==> src/gig_autoneg_consts.svh <==
`ifndef GIG_AUTONEG_CONSTS_SVH
`define GIG_AUTONEG_CONSTS_SVH

// Register numbers within a page, and the page numbers.
`define REG_PARTNER_NEXT_PAGE 5'h08
`define REG_GIGABIT_CONTROL 5'h09
`define PAGE_COPPER 8'h00
`define PAGE_FIBER 8'h01

// Received next page field positions.
`define NP_NEXT_PAGE_BIT 15
`define NP_ACK_BIT 14
`define NP_MESSAGE_BIT 13
`define NP_ACK2_BIT 12
`define NP_TOGGLE_BIT 11
`define NP_FIELD_MSB 10
`define NP_FIELD_LSB 0
`define NP_RESET 16'h0000

// Control register field positions.
`define CTL_TEST_MSB 15
`define CTL_TEST_LSB 13
`define CTL_MANUAL_BIT 12
`define CTL_VALUE_BIT 11
`define CTL_PORT_BIT 10
`define CTL_FULL_BIT 9
`define CTL_HALF_BIT 8
`define CTL_TEST_RESET 3'h0

// Strap pattern positions: pattern is written [3:0].
`define STRAP_FULL_BIT 3
`define STRAP_HALF_BIT 2
`define STRAP_MANUAL_BIT 1
`define STRAP_ROLE_BIT 0

`endif

==> src/gig_autoneg_pkg.sv <==
package gig_autoneg_pkg;

  typedef enum logic [2:0] {
    TM_NORMAL,
    TM_WAVEFORM,
    TM_JITTER_MASTER,
    TM_JITTER_SLAVE,
    TM_DISTORTION,
    TM_RESERVED
  } test_mode_e;

  typedef struct packed {
    logic [3:0] strap_s1;
    logic [3:0] strap_s2;
    logic [3:0] strap_s3;
    logic [3:0] strap_held;
    logic defaults_loaded;
    logic [15:0] np_copper;
    logic [15:0] np_fiber;
    logic [2:0] test_code;
    logic [4:0] pending;
    logic [4:0] active;
    logic copper_link_prev;
    logic fiber_link_prev;
    logic power_down_prev;
    logic [15:0] rdata;
    test_mode_e test_mode;
    logic tx_clk_from_rx;
    logic manual_ms;
    logic force_master;
    logic prefer_master;
    logic adv_full;
    logic adv_half;
  } state_s;

endpackage

==> src/gig_autoneg_nextpage_ctrl_regs.sv <==
`timescale 1ns/1ps
`include "gig_autoneg_consts.svh"

module gig_autoneg_nextpage_ctrl_regs (
  input wire logic clk,
  input wire logic sys_rst,
  input wire logic [7:0] reg_page,
  input wire logic [4:0] reg_addr,
  input wire logic [15:0] reg_wdata,
  input wire logic reg_write,
  input wire logic reg_read,
  output logic [15:0] reg_rdata,
  input wire logic [3:0] negotiation_strap_pattern,
  input wire logic soft_reset,
  input wire logic negotiation_restart,
  input wire logic power_down,
  input wire logic copper_link_up,
  input wire logic fiber_link_up,
  input wire logic copper_np_valid,
  input wire logic [15:0] copper_np_word,
  input wire logic fiber_np_valid,
  input wire logic [15:0] fiber_np_word,
  output gig_autoneg_pkg::test_mode_e test_mode,
  output logic tx_clk_from_rx,
  output logic manual_ms,
  output logic force_master,
  output logic prefer_master,
  output logic adv_full,
  output logic adv_half
);
  import gig_autoneg_pkg::*;

  state_s cur;
  state_s nxt;

  // Register bus decode.
  logic page_copper;
  logic page_fiber;
  logic addr_next_page;
  logic addr_control;
  logic wr_ctrl;
  logic rd_copper;
  logic rd_fiber;
  logic rd_ctrl;

  // Link and power event detection.
  logic copper_drop;
  logic fiber_drop;
  logic power_up;
  logic apply_pending;

  // Strap defaults and the deferred control field.
  logic strap_stable;
  logic default_manual;
  logic default_value;
  logic default_port;
  logic default_full;
  logic default_half;
  logic [4:0] strap_defaults;
  logic [4:0] written_ctrl;
  logic [2:0] written_test;
  logic [4:0] next_pending;
  logic [4:0] next_active;
  logic [2:0] next_test_code;
  logic [3:0] next_strap_held;

  // Received next page updates.
  logic copper_clear;
  logic fiber_clear;
  logic copper_load;
  logic fiber_load;
  logic [15:0] next_np_copper;
  logic [15:0] next_np_fiber;

  // Active control bits in register order.
  logic act_manual;
  logic act_value;
  logic act_port;
  logic act_full;
  logic act_half;

  // Test mode decode and the effective role outputs.
  test_mode_e decoded_mode;
  logic jitter_mode;
  logic eff_manual;
  logic eff_value;
  logic eff_port;
  logic eff_full;
  logic eff_half;
  logic [15:0] control_readback;
  logic [15:0] next_rdata;

  // Page 1 register 9 is not mapped: writes there are dropped and reads return zero.
  always_comb begin
    page_copper = reg_page == `PAGE_COPPER;
    page_fiber = reg_page == `PAGE_FIBER;
    addr_next_page = reg_addr == `REG_PARTNER_NEXT_PAGE;
    addr_control = reg_addr == `REG_GIGABIT_CONTROL;
    wr_ctrl = reg_write && page_copper && addr_control;
    rd_copper = reg_read && page_copper && addr_next_page;
    rd_fiber = reg_read && page_fiber && addr_next_page;
    rd_ctrl = reg_read && page_copper && addr_control;
  end

  // Falling link and power-down levels are the events; the previous levels sit in the state.
  // Only the copper link loss applies deferred control writes; a fiber loss clears its own copy.
  always_comb begin
    copper_drop = cur.copper_link_prev && !copper_link_up;
    fiber_drop = cur.fiber_link_prev && !fiber_link_up;
    // Leaving power-down is the falling edge of the power-down level.
    power_up = cur.power_down_prev && !power_down;
    apply_pending = soft_reset
      || negotiation_restart
      || power_up
      || copper_drop;
  end

  always_comb begin
    default_manual = !cur.strap_held[`STRAP_MANUAL_BIT];
    default_value = !cur.strap_held[`STRAP_ROLE_BIT];
    default_port = !cur.strap_held[`STRAP_ROLE_BIT];
    default_full = cur.strap_held[`STRAP_FULL_BIT];
    default_half = cur.strap_held[`STRAP_HALF_BIT];
    // Default order is manual, value, port, full, half (bits 12..8).
    strap_defaults = {
      default_manual,
      default_value,
      default_port,
      default_full,
      default_half
    };
  end

  // A strap level counts only once two successive samples agree, so a slow edge never gives a mixed pattern.
  always_comb begin
    strap_stable = cur.strap_s2 == cur.strap_s3;
    next_strap_held = cur.strap_held;
    if (strap_stable) begin
      next_strap_held = cur.strap_s3;
    end
  end

  // Write data fields of the control register.
  always_comb begin
    written_test = reg_wdata[`CTL_TEST_MSB:`CTL_TEST_LSB];
    written_ctrl = reg_wdata[`CTL_MANUAL_BIT:`CTL_HALF_BIT];
  end

  // A loss of link or a software reset outranks a page arriving in the same cycle.
  always_comb begin
    copper_clear = copper_drop || soft_reset;
    fiber_clear = fiber_drop || soft_reset;
    copper_load = copper_np_valid && !copper_clear;
    fiber_load = fiber_np_valid && !fiber_clear;
  end

  // Clearing wins over a page in the same cycle, so a stale page never survives a drop.
  always_comb begin
    next_np_copper = cur.np_copper;
    if (sys_rst) begin
      next_np_copper = `NP_RESET;
    end else if (cur.defaults_loaded) begin
      if (copper_clear) begin
        next_np_copper = `NP_RESET;
      end else if (copper_load) begin
        next_np_copper = copper_np_word;
      end
    end
  end

  always_comb begin
    next_np_fiber = cur.np_fiber;
    if (sys_rst) begin
      next_np_fiber = `NP_RESET;
    end else if (cur.defaults_loaded) begin
      if (fiber_clear) begin
        next_np_fiber = `NP_RESET;
      end else if (fiber_load) begin
        next_np_fiber = fiber_np_word;
      end
    end
  end

  // Bits 12:8 wait in the pending copy until an apply event; read-back shows the pending copy.
  always_comb begin
    next_pending = cur.pending;
    next_active = cur.active;
    if (sys_rst) begin
      next_pending = 5'h00;
      next_active = 5'h00;
    end else if (!cur.defaults_loaded) begin
      next_pending = strap_defaults;
      next_active = strap_defaults;
    end else begin
      if (wr_ctrl) begin
        next_pending = written_ctrl;
      end
      // A write in the same cycle as an apply event is applied at once.
      if (apply_pending) begin
        next_active = next_pending;
      end
    end
  end

  // A restart outranks a test mode write in the same cycle; software reset keeps the code.
  always_comb begin
    next_test_code = cur.test_code;
    if (sys_rst) begin
      next_test_code = `CTL_TEST_RESET;
    end else if (cur.defaults_loaded) begin
      if (wr_ctrl) begin
        next_test_code = written_test;
      end
      if (negotiation_restart) begin
        next_test_code = `CTL_TEST_RESET;
      end
    end
  end

  // Codes 5 to 7 decode to the reserved mode and select no test.
  always_comb begin
    case (next_test_code)
      3'h0: decoded_mode = TM_NORMAL;
      3'h1: decoded_mode = TM_WAVEFORM;
      3'h2: decoded_mode = TM_JITTER_MASTER;
      3'h3: decoded_mode = TM_JITTER_SLAVE;
      3'h4: decoded_mode = TM_DISTORTION;
      default: decoded_mode = TM_RESERVED;
    endcase
    jitter_mode = decoded_mode == TM_JITTER_MASTER || decoded_mode == TM_JITTER_SLAVE;
  end

  always_comb begin
    act_manual = next_active[4];
    act_value = next_active[3];
    act_port = next_active[2];
    act_full = next_active[1];
    act_half = next_active[0];
  end

  // The role value only counts under manual configuration, the port type only without it.
  always_comb begin
    eff_manual = act_manual;
    eff_value = 1'b0;
    eff_port = 1'b0;
    if (act_manual) begin
      eff_value = act_value;
    end else begin
      eff_port = act_port;
    end
    eff_full = act_full;
    eff_half = act_half;
  end

  // Reserved bits 7:0 read as zero so that a read-modify-write keeps them zero.
  always_comb begin
    control_readback = 16'h0000;
    control_readback[`CTL_TEST_MSB:`CTL_TEST_LSB] = cur.test_code;
    control_readback[`CTL_MANUAL_BIT:`CTL_HALF_BIT] = cur.pending;
  end

  // Read data stands for one cycle after the strobe and is zero otherwise.
  always_comb begin
    next_rdata = 16'h0000;
    if (!sys_rst && cur.defaults_loaded) begin
      if (rd_copper) begin
        next_rdata = cur.np_copper;
      end else if (rd_fiber) begin
        next_rdata = cur.np_fiber;
      end else if (rd_ctrl) begin
        next_rdata = control_readback;
      end
    end
  end

  always_comb begin
    nxt = cur;
    nxt.strap_s1 = negotiation_strap_pattern;
    nxt.strap_s2 = cur.strap_s1;
    nxt.strap_s3 = cur.strap_s2;
    nxt.strap_held = next_strap_held;
    nxt.copper_link_prev = copper_link_up;
    nxt.fiber_link_prev = fiber_link_up;
    nxt.power_down_prev = power_down;
    nxt.np_copper = next_np_copper;
    nxt.np_fiber = next_np_fiber;
    nxt.rdata = next_rdata;
    nxt.test_code = next_test_code;
    nxt.pending = next_pending;
    nxt.active = next_active;
    if (sys_rst) begin
      nxt.defaults_loaded = 1'b0;
      nxt.copper_link_prev = 1'b0;
      nxt.fiber_link_prev = 1'b0;
      nxt.power_down_prev = 1'b0;
    end else begin
      // First cycle after hardware reset release takes the held strap pattern.
      nxt.defaults_loaded = 1'b1;
    end
    nxt.test_mode = decoded_mode;
    nxt.tx_clk_from_rx = jitter_mode;
    nxt.manual_ms = eff_manual;
    nxt.force_master = eff_value;
    nxt.prefer_master = eff_port;
    nxt.adv_full = eff_full;
    nxt.adv_half = eff_half;
  end

  // The whole state moves on every edge; reset is decoded in the next-state logic.
  always_ff @(posedge clk) begin
    cur <= nxt;
  end

  // Every output is a register of the state.
  always_comb begin
    reg_rdata = cur.rdata;
    test_mode = cur.test_mode;
    tx_clk_from_rx = cur.tx_clk_from_rx;
    manual_ms = cur.manual_ms;
    force_master = cur.force_master;
    prefer_master = cur.prefer_master;
    adv_full = cur.adv_full;
    adv_half = cur.adv_half;
  end

endmodule // gig_autoneg_nextpage_ctrl_regs

==> config.mk <==
export PLATFORM = sky130hd
export DESIGN_NAME = gig_autoneg_nextpage_ctrl_regs
export DESIGN_NICKNAME = d
export VERILOG_FILES = /design/src/gig_autoneg_pkg.sv /design/src/gig_autoneg_nextpage_ctrl_regs.sv
export VERILOG_INCLUDE_DIRS = /design/src
export SDC_FILE = /design/constraint.sdc
export NUM_CORES = 1
export LEC_CHECK = 0
export ABC_CLOCK_PERIOD_IN_PS = 4450
export BUFFER_PORTS_ARGS = -buffer_cell sky130_fd_sc_hd__buf_2
export CORE_MARGIN = 2
export CORE_UTILIZATION = 57
export CTS_BUF_LIST = sky130_fd_sc_hd__clkbuf_8
export CTS_CLUSTER_DIAMETER = 200
export DETAILED_ROUTE_END_ITERATION = 8
export GPL_ROUTABILITY_DRIVEN = 0
export GPL_TIMING_DRIVEN = 0
export PLACE_DENSITY = 0.87
export SLEW_MARGIN = 5
export SYNTH_ARGS = -nofsm -noshare
export SYNTH_HDL_FRONTEND = slang
export SYNTH_SLANG_ARGS = --single-unit
==> constraint.sdc <==
create_clock -name clk -period 4.45 [get_ports clk]
set_clock_uncertainty 0.2 [all_clocks]
set_input_delay 1.335 -clock clk [delete_from_list [all_inputs] [get_ports clk]]
set_output_delay 1.335 -clock clk [all_outputs]
set_load 0.02 [all_outputs]
# Word-level counts from Yosys, hierarchy flattened

Cells that the tools add are included.

Equality and inequality tests: 10
Muxes and demuxes: 18
Reduce and logical (&&, ||, !) cells: 33

Operator list:

| kind                 | count |
|---|---|
| $mux W16             | 7 |
| $mux W5              | 5 |
| $pmux W3 S5          | 1 |
| $logic_and A1 B1 Y1  | 13 |
| $eq A3 B2 Y1 const B | 4 |
| $mux W3              | 4 |
| $eq A5 B4 Y1 const B | 2 |
| $eq A8 B1 Y1 const B | 1 |
| $logic_not A1 Y1     | 8 |
| $logic_not A8 Y1     | 1 |
| $logic_or A1 B1 Y1   | 6 |
| $eq A4 B4 Y1         | 1 |
| $reduce_and A2 Y1    | 2 |
| $reduce_bool A2 Y1   | 2 |
| $eq A3 B1 Y1 const B | 1 |
| $eq A3 B3 Y1 const B | 1 |
| $logic_not A3 Y1     | 1 |
| $mux W1              | 1 |

Bits in registers: 90
Bits of input ports: 76
Output and inout port bits: 25
Word-level logic and storage cells: 82

# Depth between registers and ports, before layout

Gate-level depths: netlist of the first run.

Depth after elaboration: 11
Mapped depth: 6
Gate-level depth less buffers: 5

# Least setup slack after synthesis of the first run

Ideal clock, no wire load.

Path type: input -> register
From: in reg_page[4]
To: reg cur, in the netlist reg_rdata[14]
Setup time: 65 ps
Arrival: 2534 ps
Data required time: 4185 ps
Path slack: 1651 ps
Cell stages on the path: 6
Buffers on the path: 1
Cells stage by stage: nor4_4 > nand3_2 > nor4b_4 > buf_6 > a222oi_1 > nor2_1

Cells in the longest elaborated chain, start to end: 6
Elaborated cells on any way between the ends: 10
Classes of those cells: eq/ne (1); mux (3); reduce/logical (6)

RTL lines:

| element                    | RTL line                                                                     | text |
|---|---|---|
| start: declaration         | gig_autoneg_nextpage_ctrl_regs.sv:7                                          | `input wire logic [7:0] reg_page,` |
| $logic_not A8 Y1 (no line) | -                                                                            |  |
| $logic_and A1 B1 Y1        | gig_autoneg_nextpage_ctrl_regs.sv:100, gig_autoneg_nextpage_ctrl_regs.sv:102 |  |
| $logic_and A1 B1 Y1        | gig_autoneg_nextpage_ctrl_regs.sv:102                                        | `rd_ctrl = reg_read && page_copper && addr_control;` |
| $mux W16                   | gig_autoneg_nextpage_ctrl_regs.sv:270                                        | `end else if (rd_ctrl) begin` |
| $mux W16                   | gig_autoneg_nextpage_ctrl_regs.sv:268                                        | `end else if (rd_fiber) begin` |
| $mux W16 (*)               | gig_autoneg_nextpage_ctrl_regs.sv:266                                        | `if (rd_copper) begin` |
| end signal: assignment     | gig_autoneg_nextpage_ctrl_regs.sv:311                                        | `cur <= nxt;` |
| end: declaration           | gig_autoneg_nextpage_ctrl_regs.sv:33                                         | `state_s cur;` |

Every way passes the cells marked *; elsewhere a longest branch is shown, timed or not.
A chain may end at the register's enable or synchronous reset.

# Final worst setup path of the first run

From: in reg_page[4]
To: reg cur, in the netlist reg_rdata[15]

The elaborated chain is that of the path after synthesis.

==> results.toml, run 1 <==
[synthesis]
synthesis.area_sq_mm = 0.003296
synthFlopType = "dfxtp_1"
syn_inst = 343
ys_ff_latch = 87
synth.avg_cell_area_sq_um = 9.608
synth_warnings = 0
syn_nets = 419
yosysSeqAreaShare_pct = 54.06
synth.distinct_cells = 47
async_flop_share_pct = 0
synth-edff-count = 4

[clock_tree]
clock_sinks = 87
cts_hold_buf = 0
cts_tree = "done"
clockRootBuffer = "clkbuf_8"
postCtsSetupBuffers = 0
post_cts_resize_count = 0
cts_buffers = 9
clk_path_buf_depth = 2
clk_latency_ps = 360
path_clk_slew_ps = 80
htreeDepth = 3

[sta]
hold_viol = 0
slew_violations = 0
relSlewSlack_pct = 49.80
rsz0062_at_grt = "no"
setup_viol = 0
fin_setup_tns_ps = 0
fmax_ghz = 0.3603
worst_pin_slew_ps = 746.1
period_share_pct = 62.36
min_period_ps = 2775

[place]
dp_hpwl_mm = 5.740
io_buffers = 92
place_inst = 507
placed_area_sq_mm = 0.003846

[worst_hold_path]
min_from = "cur[88]$_DFF_P_"
hold_class = "flip-flop to flip-flop"

[floorplanning]
die_h_um = 80.04
io_pins = 101
coreArea_sq_mm = 0.005540
start_util_pct = 59.49
die_area_sq_mm = 0.006406
die_x_um = 80.04
rows = 27

[final_layout]
final_area_sq_mm = 0.004059
final_cell_mix = "buf_2 (93), dfxtp_1 (83), a21oi_1 (37)"
area_delta_synth_final_pct = 23.16
fin_nets = 522
finalCoreUtilization_pct = 73.26
layout_commonest_cell = "buf_2"
finalNonFillerCells = 523
antenna_cells = 0
drive_above_1_share_pct = 31.26

[route]
vias_per_cell = 5.444
final_antenna_net_count = 0
wl_mm = 7.613
first_pass_iters = 5
drc = 0
drt-initial-drc-count = 193
vias = 2847
wl_per_cell_um = 14.56

[critical_path]
slowest_delay_ps = 410
cp-end-kind = "flip-flop"
critPathRequiredTime_ps = 4540
cp_max_fo = 10
crit_start = "reg_page[4]"
crit_path_cell_trace = "buf_2 -> nor4_4 -> nand3_2 -> nor3_2 -> buf_4 -> a222oi_1 -> nor2_1"
arrival_ps = 2860
start_kind = "input pin"
cp_slowest_cell = "nor3_2"
r2r-start = "cur[73]$_DFF_P_"
critPathKind = "input pin to flip-flop"

[global_route]
grt_pass1_vias = 2609
grt.total_usage_pct = 24.72
grt_antenna_before_repair = 0
grt-ovfl-total = 0
grt_pass1_wl_mm = 12.08
grt_max_degree = 15

[power_and_ir_drop]
power_density_mw_per_mm2 = 376.4
ir_drop_mv = 0.2969
p_leak_nw = 1.750

[run_status]
outcome = "finished clean"

[flow_run]
max_cap_viol_count = 0
[area by class of cell]
class | instances | area [sq um]
Buffer | 36 | 220.2
Clock buffer | 9 | 123.9
Clock inverter | 7 | 88.84
Fill cell | 432 | 1481
Inverter | 8 | 30.03
Multi-Input combinational cell | 212 | 1264
Sequential cell | 87 | 1782
Tap cell | 72 | 90.09
Timing Repair Buffer | 92 | 460.4
[cells in the mapped netlist (3+ instances only)]
cell | instances | area [sq um]
xor2_1 | 4 | 35.03
edfxtp_1 | 4 | 120.1
o21a_1 | 3 | 22.52
nor2_1 | 30 | 112.6
and2_1 | 3 | 18.77
nor2b_1 | 5 | 31.28
a21oi_1 | 37 | 185.2
a22oi_1 | 9 | 67.56
a31oi_1 | 3 | 18.77
nand2b_1 | 4 | 25.02
dfxtp_1 | 83 | 1662
a222oi_1 | 8 | 80.08
nand2_1 | 36 | 135.1
mux2i_1 | 5 | 50.05
clkbuf_1 | 12 | 45.04
inv_1 | 8 | 30.03
nand3_1 | 32 | 160.2
buf_4 | 20 | 150.1
[state kept, by name, indices dropped and copies added, names as in the netlist]
signal / flops
cur: 57
reg_rdata: 16
control_readback: 8
test_mode: 3
force_master: 1
prefer_master: 1
tx_clk_from_rx: 1
[worst max-delay path: cells and delay by family]
family / cells / cell delay (ps)
and+or+nand+nor: 4 / 1060
buffers and inverters: 2 / 370
AOI/OAI and AO/OA: 1 / 90
[power breakdown]
group / switching (mW) / internal [mW] / leakage (nW) / total [mW]
clock: 0.270 / 0.312 / 0.108 / 0.582
sequential: 0.0135 / 0.809 / 0.716 / 0.822
combinational: 0.0740 / 0.0497 / 0.926 / 0.124
total: 0.357 / 1.17 / 1.75 / 1.53
[path summary, 6_finish.rpt]
check                                                end  slack [ps]  cells after the start
worst max-delay path            reg_rdata[15]$_SDFF_PN0_        1670                      7
worst min-delay path                     cur[84]$_DFF_P_         130                      0
worst max register to register      cur[69]$_SDFFE_PP0P_        2390                      5
worst min register to register           cur[84]$_DFF_P_         130                      0
[routing by layer]
| layer | part of all wire [%] | GRT usage, % | vias up |
|---|---|---|---|
| met4 | 1.7 | 10.00 | 0 |
| met3 | 6.1 | 5.090 | 15 |
| met1 | 41 | 31.15 | 1322 |
| met5 | 0 | 0 | - |
| li1 | - | - | 1397 |
| met2 | 51 | 41.33 | 113 |
[kinds of logic after synthesis]
kind of cell           after synthesis  synth area share [%]
XOR/XNOR                             4                 1.063
buffers and inverters               44                 7.592
AND/OR/NAND/NOR                    127                 20.39
AO/OA/AOI/OAI                       75                 15.03
multiplexers                         6                 1.860
flip-flops                          87                 54.06
[through the flow]
| step | worst slack, ps | total power, mW | hold slack, ps |
|---|---|---|---|
| floorplan | 1651 | 0.9019 | 109.6 |
| global placement | 1369 | 0.9567 | 113.8 |
| detailed placement | 1326 | 0.9622 | 115.3 |
| CTS | 1686 | 1.528 | 134.7 |
| global route | 1530 | 1.578 | 146.3 |
| finish | 1675 | 1.528 | 132.7 |
Power figures use the tool's default switching activity.
==> inputs of run 2 (changes only) <==
--- a/config.mk
+++ b/config.mk
@@ -6,16 +6,16 @@
 export SDC_FILE = /design/constraint.sdc
 export NUM_CORES = 1
 export LEC_CHECK = 0
-export ABC_CLOCK_PERIOD_IN_PS = 4450
+export ABC_CLOCK_PERIOD_IN_PS = 2900
 export BUFFER_PORTS_ARGS = -buffer_cell sky130_fd_sc_hd__buf_2
 export CORE_MARGIN = 2
-export CORE_UTILIZATION = 57
+export CORE_UTILIZATION = 53
 export CTS_BUF_LIST = sky130_fd_sc_hd__clkbuf_8
 export CTS_CLUSTER_DIAMETER = 200
 export DETAILED_ROUTE_END_ITERATION = 8
 export GPL_ROUTABILITY_DRIVEN = 0
 export GPL_TIMING_DRIVEN = 0
-export PLACE_DENSITY = 0.87
+export PLACE_DENSITY = 0.82
 export SLEW_MARGIN = 5
 export SYNTH_ARGS = -nofsm -noshare
 export SYNTH_HDL_FRONTEND = slang
==> constraint.sdc (replaced) <==
create_clock -name clk -period 2.9 [get_ports clk]
set_clock_uncertainty 0.2 [all_clocks]
set_input_delay 0.87 -clock clk [delete_from_list [all_inputs] [get_ports clk]]
set_output_delay 0.87 -clock clk [all_outputs]
set_load 0.02 [all_outputs]
==> results.toml, run 2 (synthesis results as in run 1) <==
[run_status]
outcome = "finished clean"

[sta]
fin_setup_tns_ps = 0
setup_ws_ps = 575.8
setup_viol = 0
fmax_ghz = 0.4303
rsz0062_at_grt = "no"
relSlewSlack_pct = 47.24
period_share_pct = 80.14
slew_violations = 0
worst_pin_slew_ps = 784.2
hold_viol = 0
min_period_ps = 2324

[critical_path]
cp-end-kind = "flip-flop"
arrival_ps = 2400
reg2reg_depth = 5
critPathKind = "input pin to flip-flop"
crit_family = "simple AND/OR/NAND/NOR gates"
critPathRequiredTime_ps = 2970
crit_path_cell_trace = "buf_2 -> nor2b_1 -> or2_2 -> o21a_1 -> clkbuf_1 -> nand3_1 -> a21oi_1"
cp_max_fo = 10
path_buf_inv = 2
start_kind = "input pin"
reg2reg_slack_ps = 860
reg2reg_to = "cur[62]$_SDFFE_PP0P_"
r2r-start = "cur[73]$_DFF_P_"
cp_slowest_cell = "clkbuf_1"
slowest_delay_ps = 370

[worst_hold_path]
hold_class = "flip-flop to flip-flop"
min_path_cells = 0
hold_end = "cur[84]$_DFF_P_"
min_from = "cur[88]$_DFF_P_"

[global_route]
grt_pass1_vias = 2705
use_met2_pct = 38.42
met3_usage_pct = 4.871
grt_antenna_before_repair = 0
grt_pass1_wl_mm = 12.28
met1_usage_pct = 26.39
grt-ovfl-total = 0
grt_max_degree = 15
grt.total_usage_pct = 21.93
grt_busiest_layer = "met2"

[clock_tree]
cts_tree = "done"
path_clk_slew_ps = 80
clock_sinks = 87
post_cts_resize_count = 0
clockRootBuffer = "clkbuf_8"
cts_hold_buf = 0
postCtsSetupBuffers = 0
htreeDepth = 3
cts_buffers = 9
clk_latency_ps = 340
clk_path_buf_depth = 2

[final_layout]
top_register = "cur"
fin_nets = 522
largest_reg_flops = 57
finalCoreUtilization_pct = 67.77
final_cell_mix = "buf_2 (93), dfxtp_1 (83), a21oi_1 (37)"
fill_cells = 498
area_delta_synth_final_pct = 22.48
drive_above_1_share_pct = 31.33
antenna_cells = 0
layout_commonest_cell = "buf_2"

[power_and_ir_drop]
p_comb_share_pct = 8.4
ir_drop_mv = 0.4240
switching_share_pct = 24.54
clkPwrFrac_pct = 35.9
power.internal_mw = 1.708
power.share.sequential_pct = 55.8
net-switching-power_mw = 0.5554
power_mw = 2.263
p_leak_nw = 1.730
power_density_mw_per_mm2 = 560.6

[route]
final_antenna_net_count = 0
vias_per_cell = 5.291
drt-initial-drc-count = 265
wl_mm = 7.527
wl_per_cell_um = 14.34
first_pass_iters = 5
drc = 0
vias = 2778

[floorplanning]
coreArea_sq_mm = 0.005956
die_area_sq_mm = 0.006865
rows = 28
io_pins = 101
die_x_um = 82.86
die_h_um = 82.86
start_util_pct = 55.34

[place]
dp_hpwl_mm = 5.763
dp_slack_ps = 246.7
io_buffers = 92

[flow_run]
max_cap_viol_count = 0
-- run 2: per-layer routing --
layer  vias up  routed length (um)
li1       1395                   -
met1      1284                3213
met2        87                3798
met3        12                 410
met4         0                 105
met5         -                   0
-- run 2: layout make-up --
class                   instances  area [sq um]  area share [%]
plain buffers                  36         220.2           5.456
inverters                       8         30.03          0.7440
clock buffers                   9         123.9           3.069
multi-input cells             212          1264           31.31
well taps                      75         93.84           2.325
repair buffers                 92         460.4           11.41
flip-flops and latches         87          1782           44.14
clock inverters                 6         62.56           1.550
-- run 2: metrics by stage --
| stage | cell area [sq um] | hold slack [ps] | instances |
|---|---|---|---|
| 2_1_floorplan | 3296 | 109.6 | 343 |
| 3_3_place_gp | 3850 | 113.0 | 510 |
| 3_5_place_dp | 3850 | 114.6 | 510 |
| 4_1_cts | 4036 | 134.9 | 525 |
| 5_1_grt | 4036 | 149.1 | 525 |
| 6_report | 4036 | 133.6 | 525 |
-- run 2: power groups by stage --
stage	combinational (mW)	sequential (mW)	clock, mW
after global routing	0.208	1.27	0.867
final	0.190	1.26	0.811
after detailed placement	0.188	1.29	0
after floorplan	0.0965	1.29	0
after global placement	0.182	1.29	0
after CTS	0.189	1.26	0.815
-- run 2: worst max-delay path by stage --
| stage | start | to | slack, ps | cells past startpoint |
|---|---|---|---|---|
| final | copper_link_up | cur[62]$_SDFFE_PP0P_ | 580 | 7 |
| after global placement | reg_page[4] | reg_rdata[14]$_SDFF_PN0_ | 300 | 7 |
| after detailed placement | reg_page[4] | reg_rdata[3]$_SDFF_PN0_ | 250 | 7 |
| after floorplan | reg_page[4] | reg_rdata[14]$_SDFF_PN0_ | 570 | 6 |
| after CTS | copper_link_up | cur[62]$_SDFFE_PP0P_ | 590 | 7 |
| after global routing | copper_link_up | cur[62]$_SDFFE_PP0P_ | 450 | 7 |
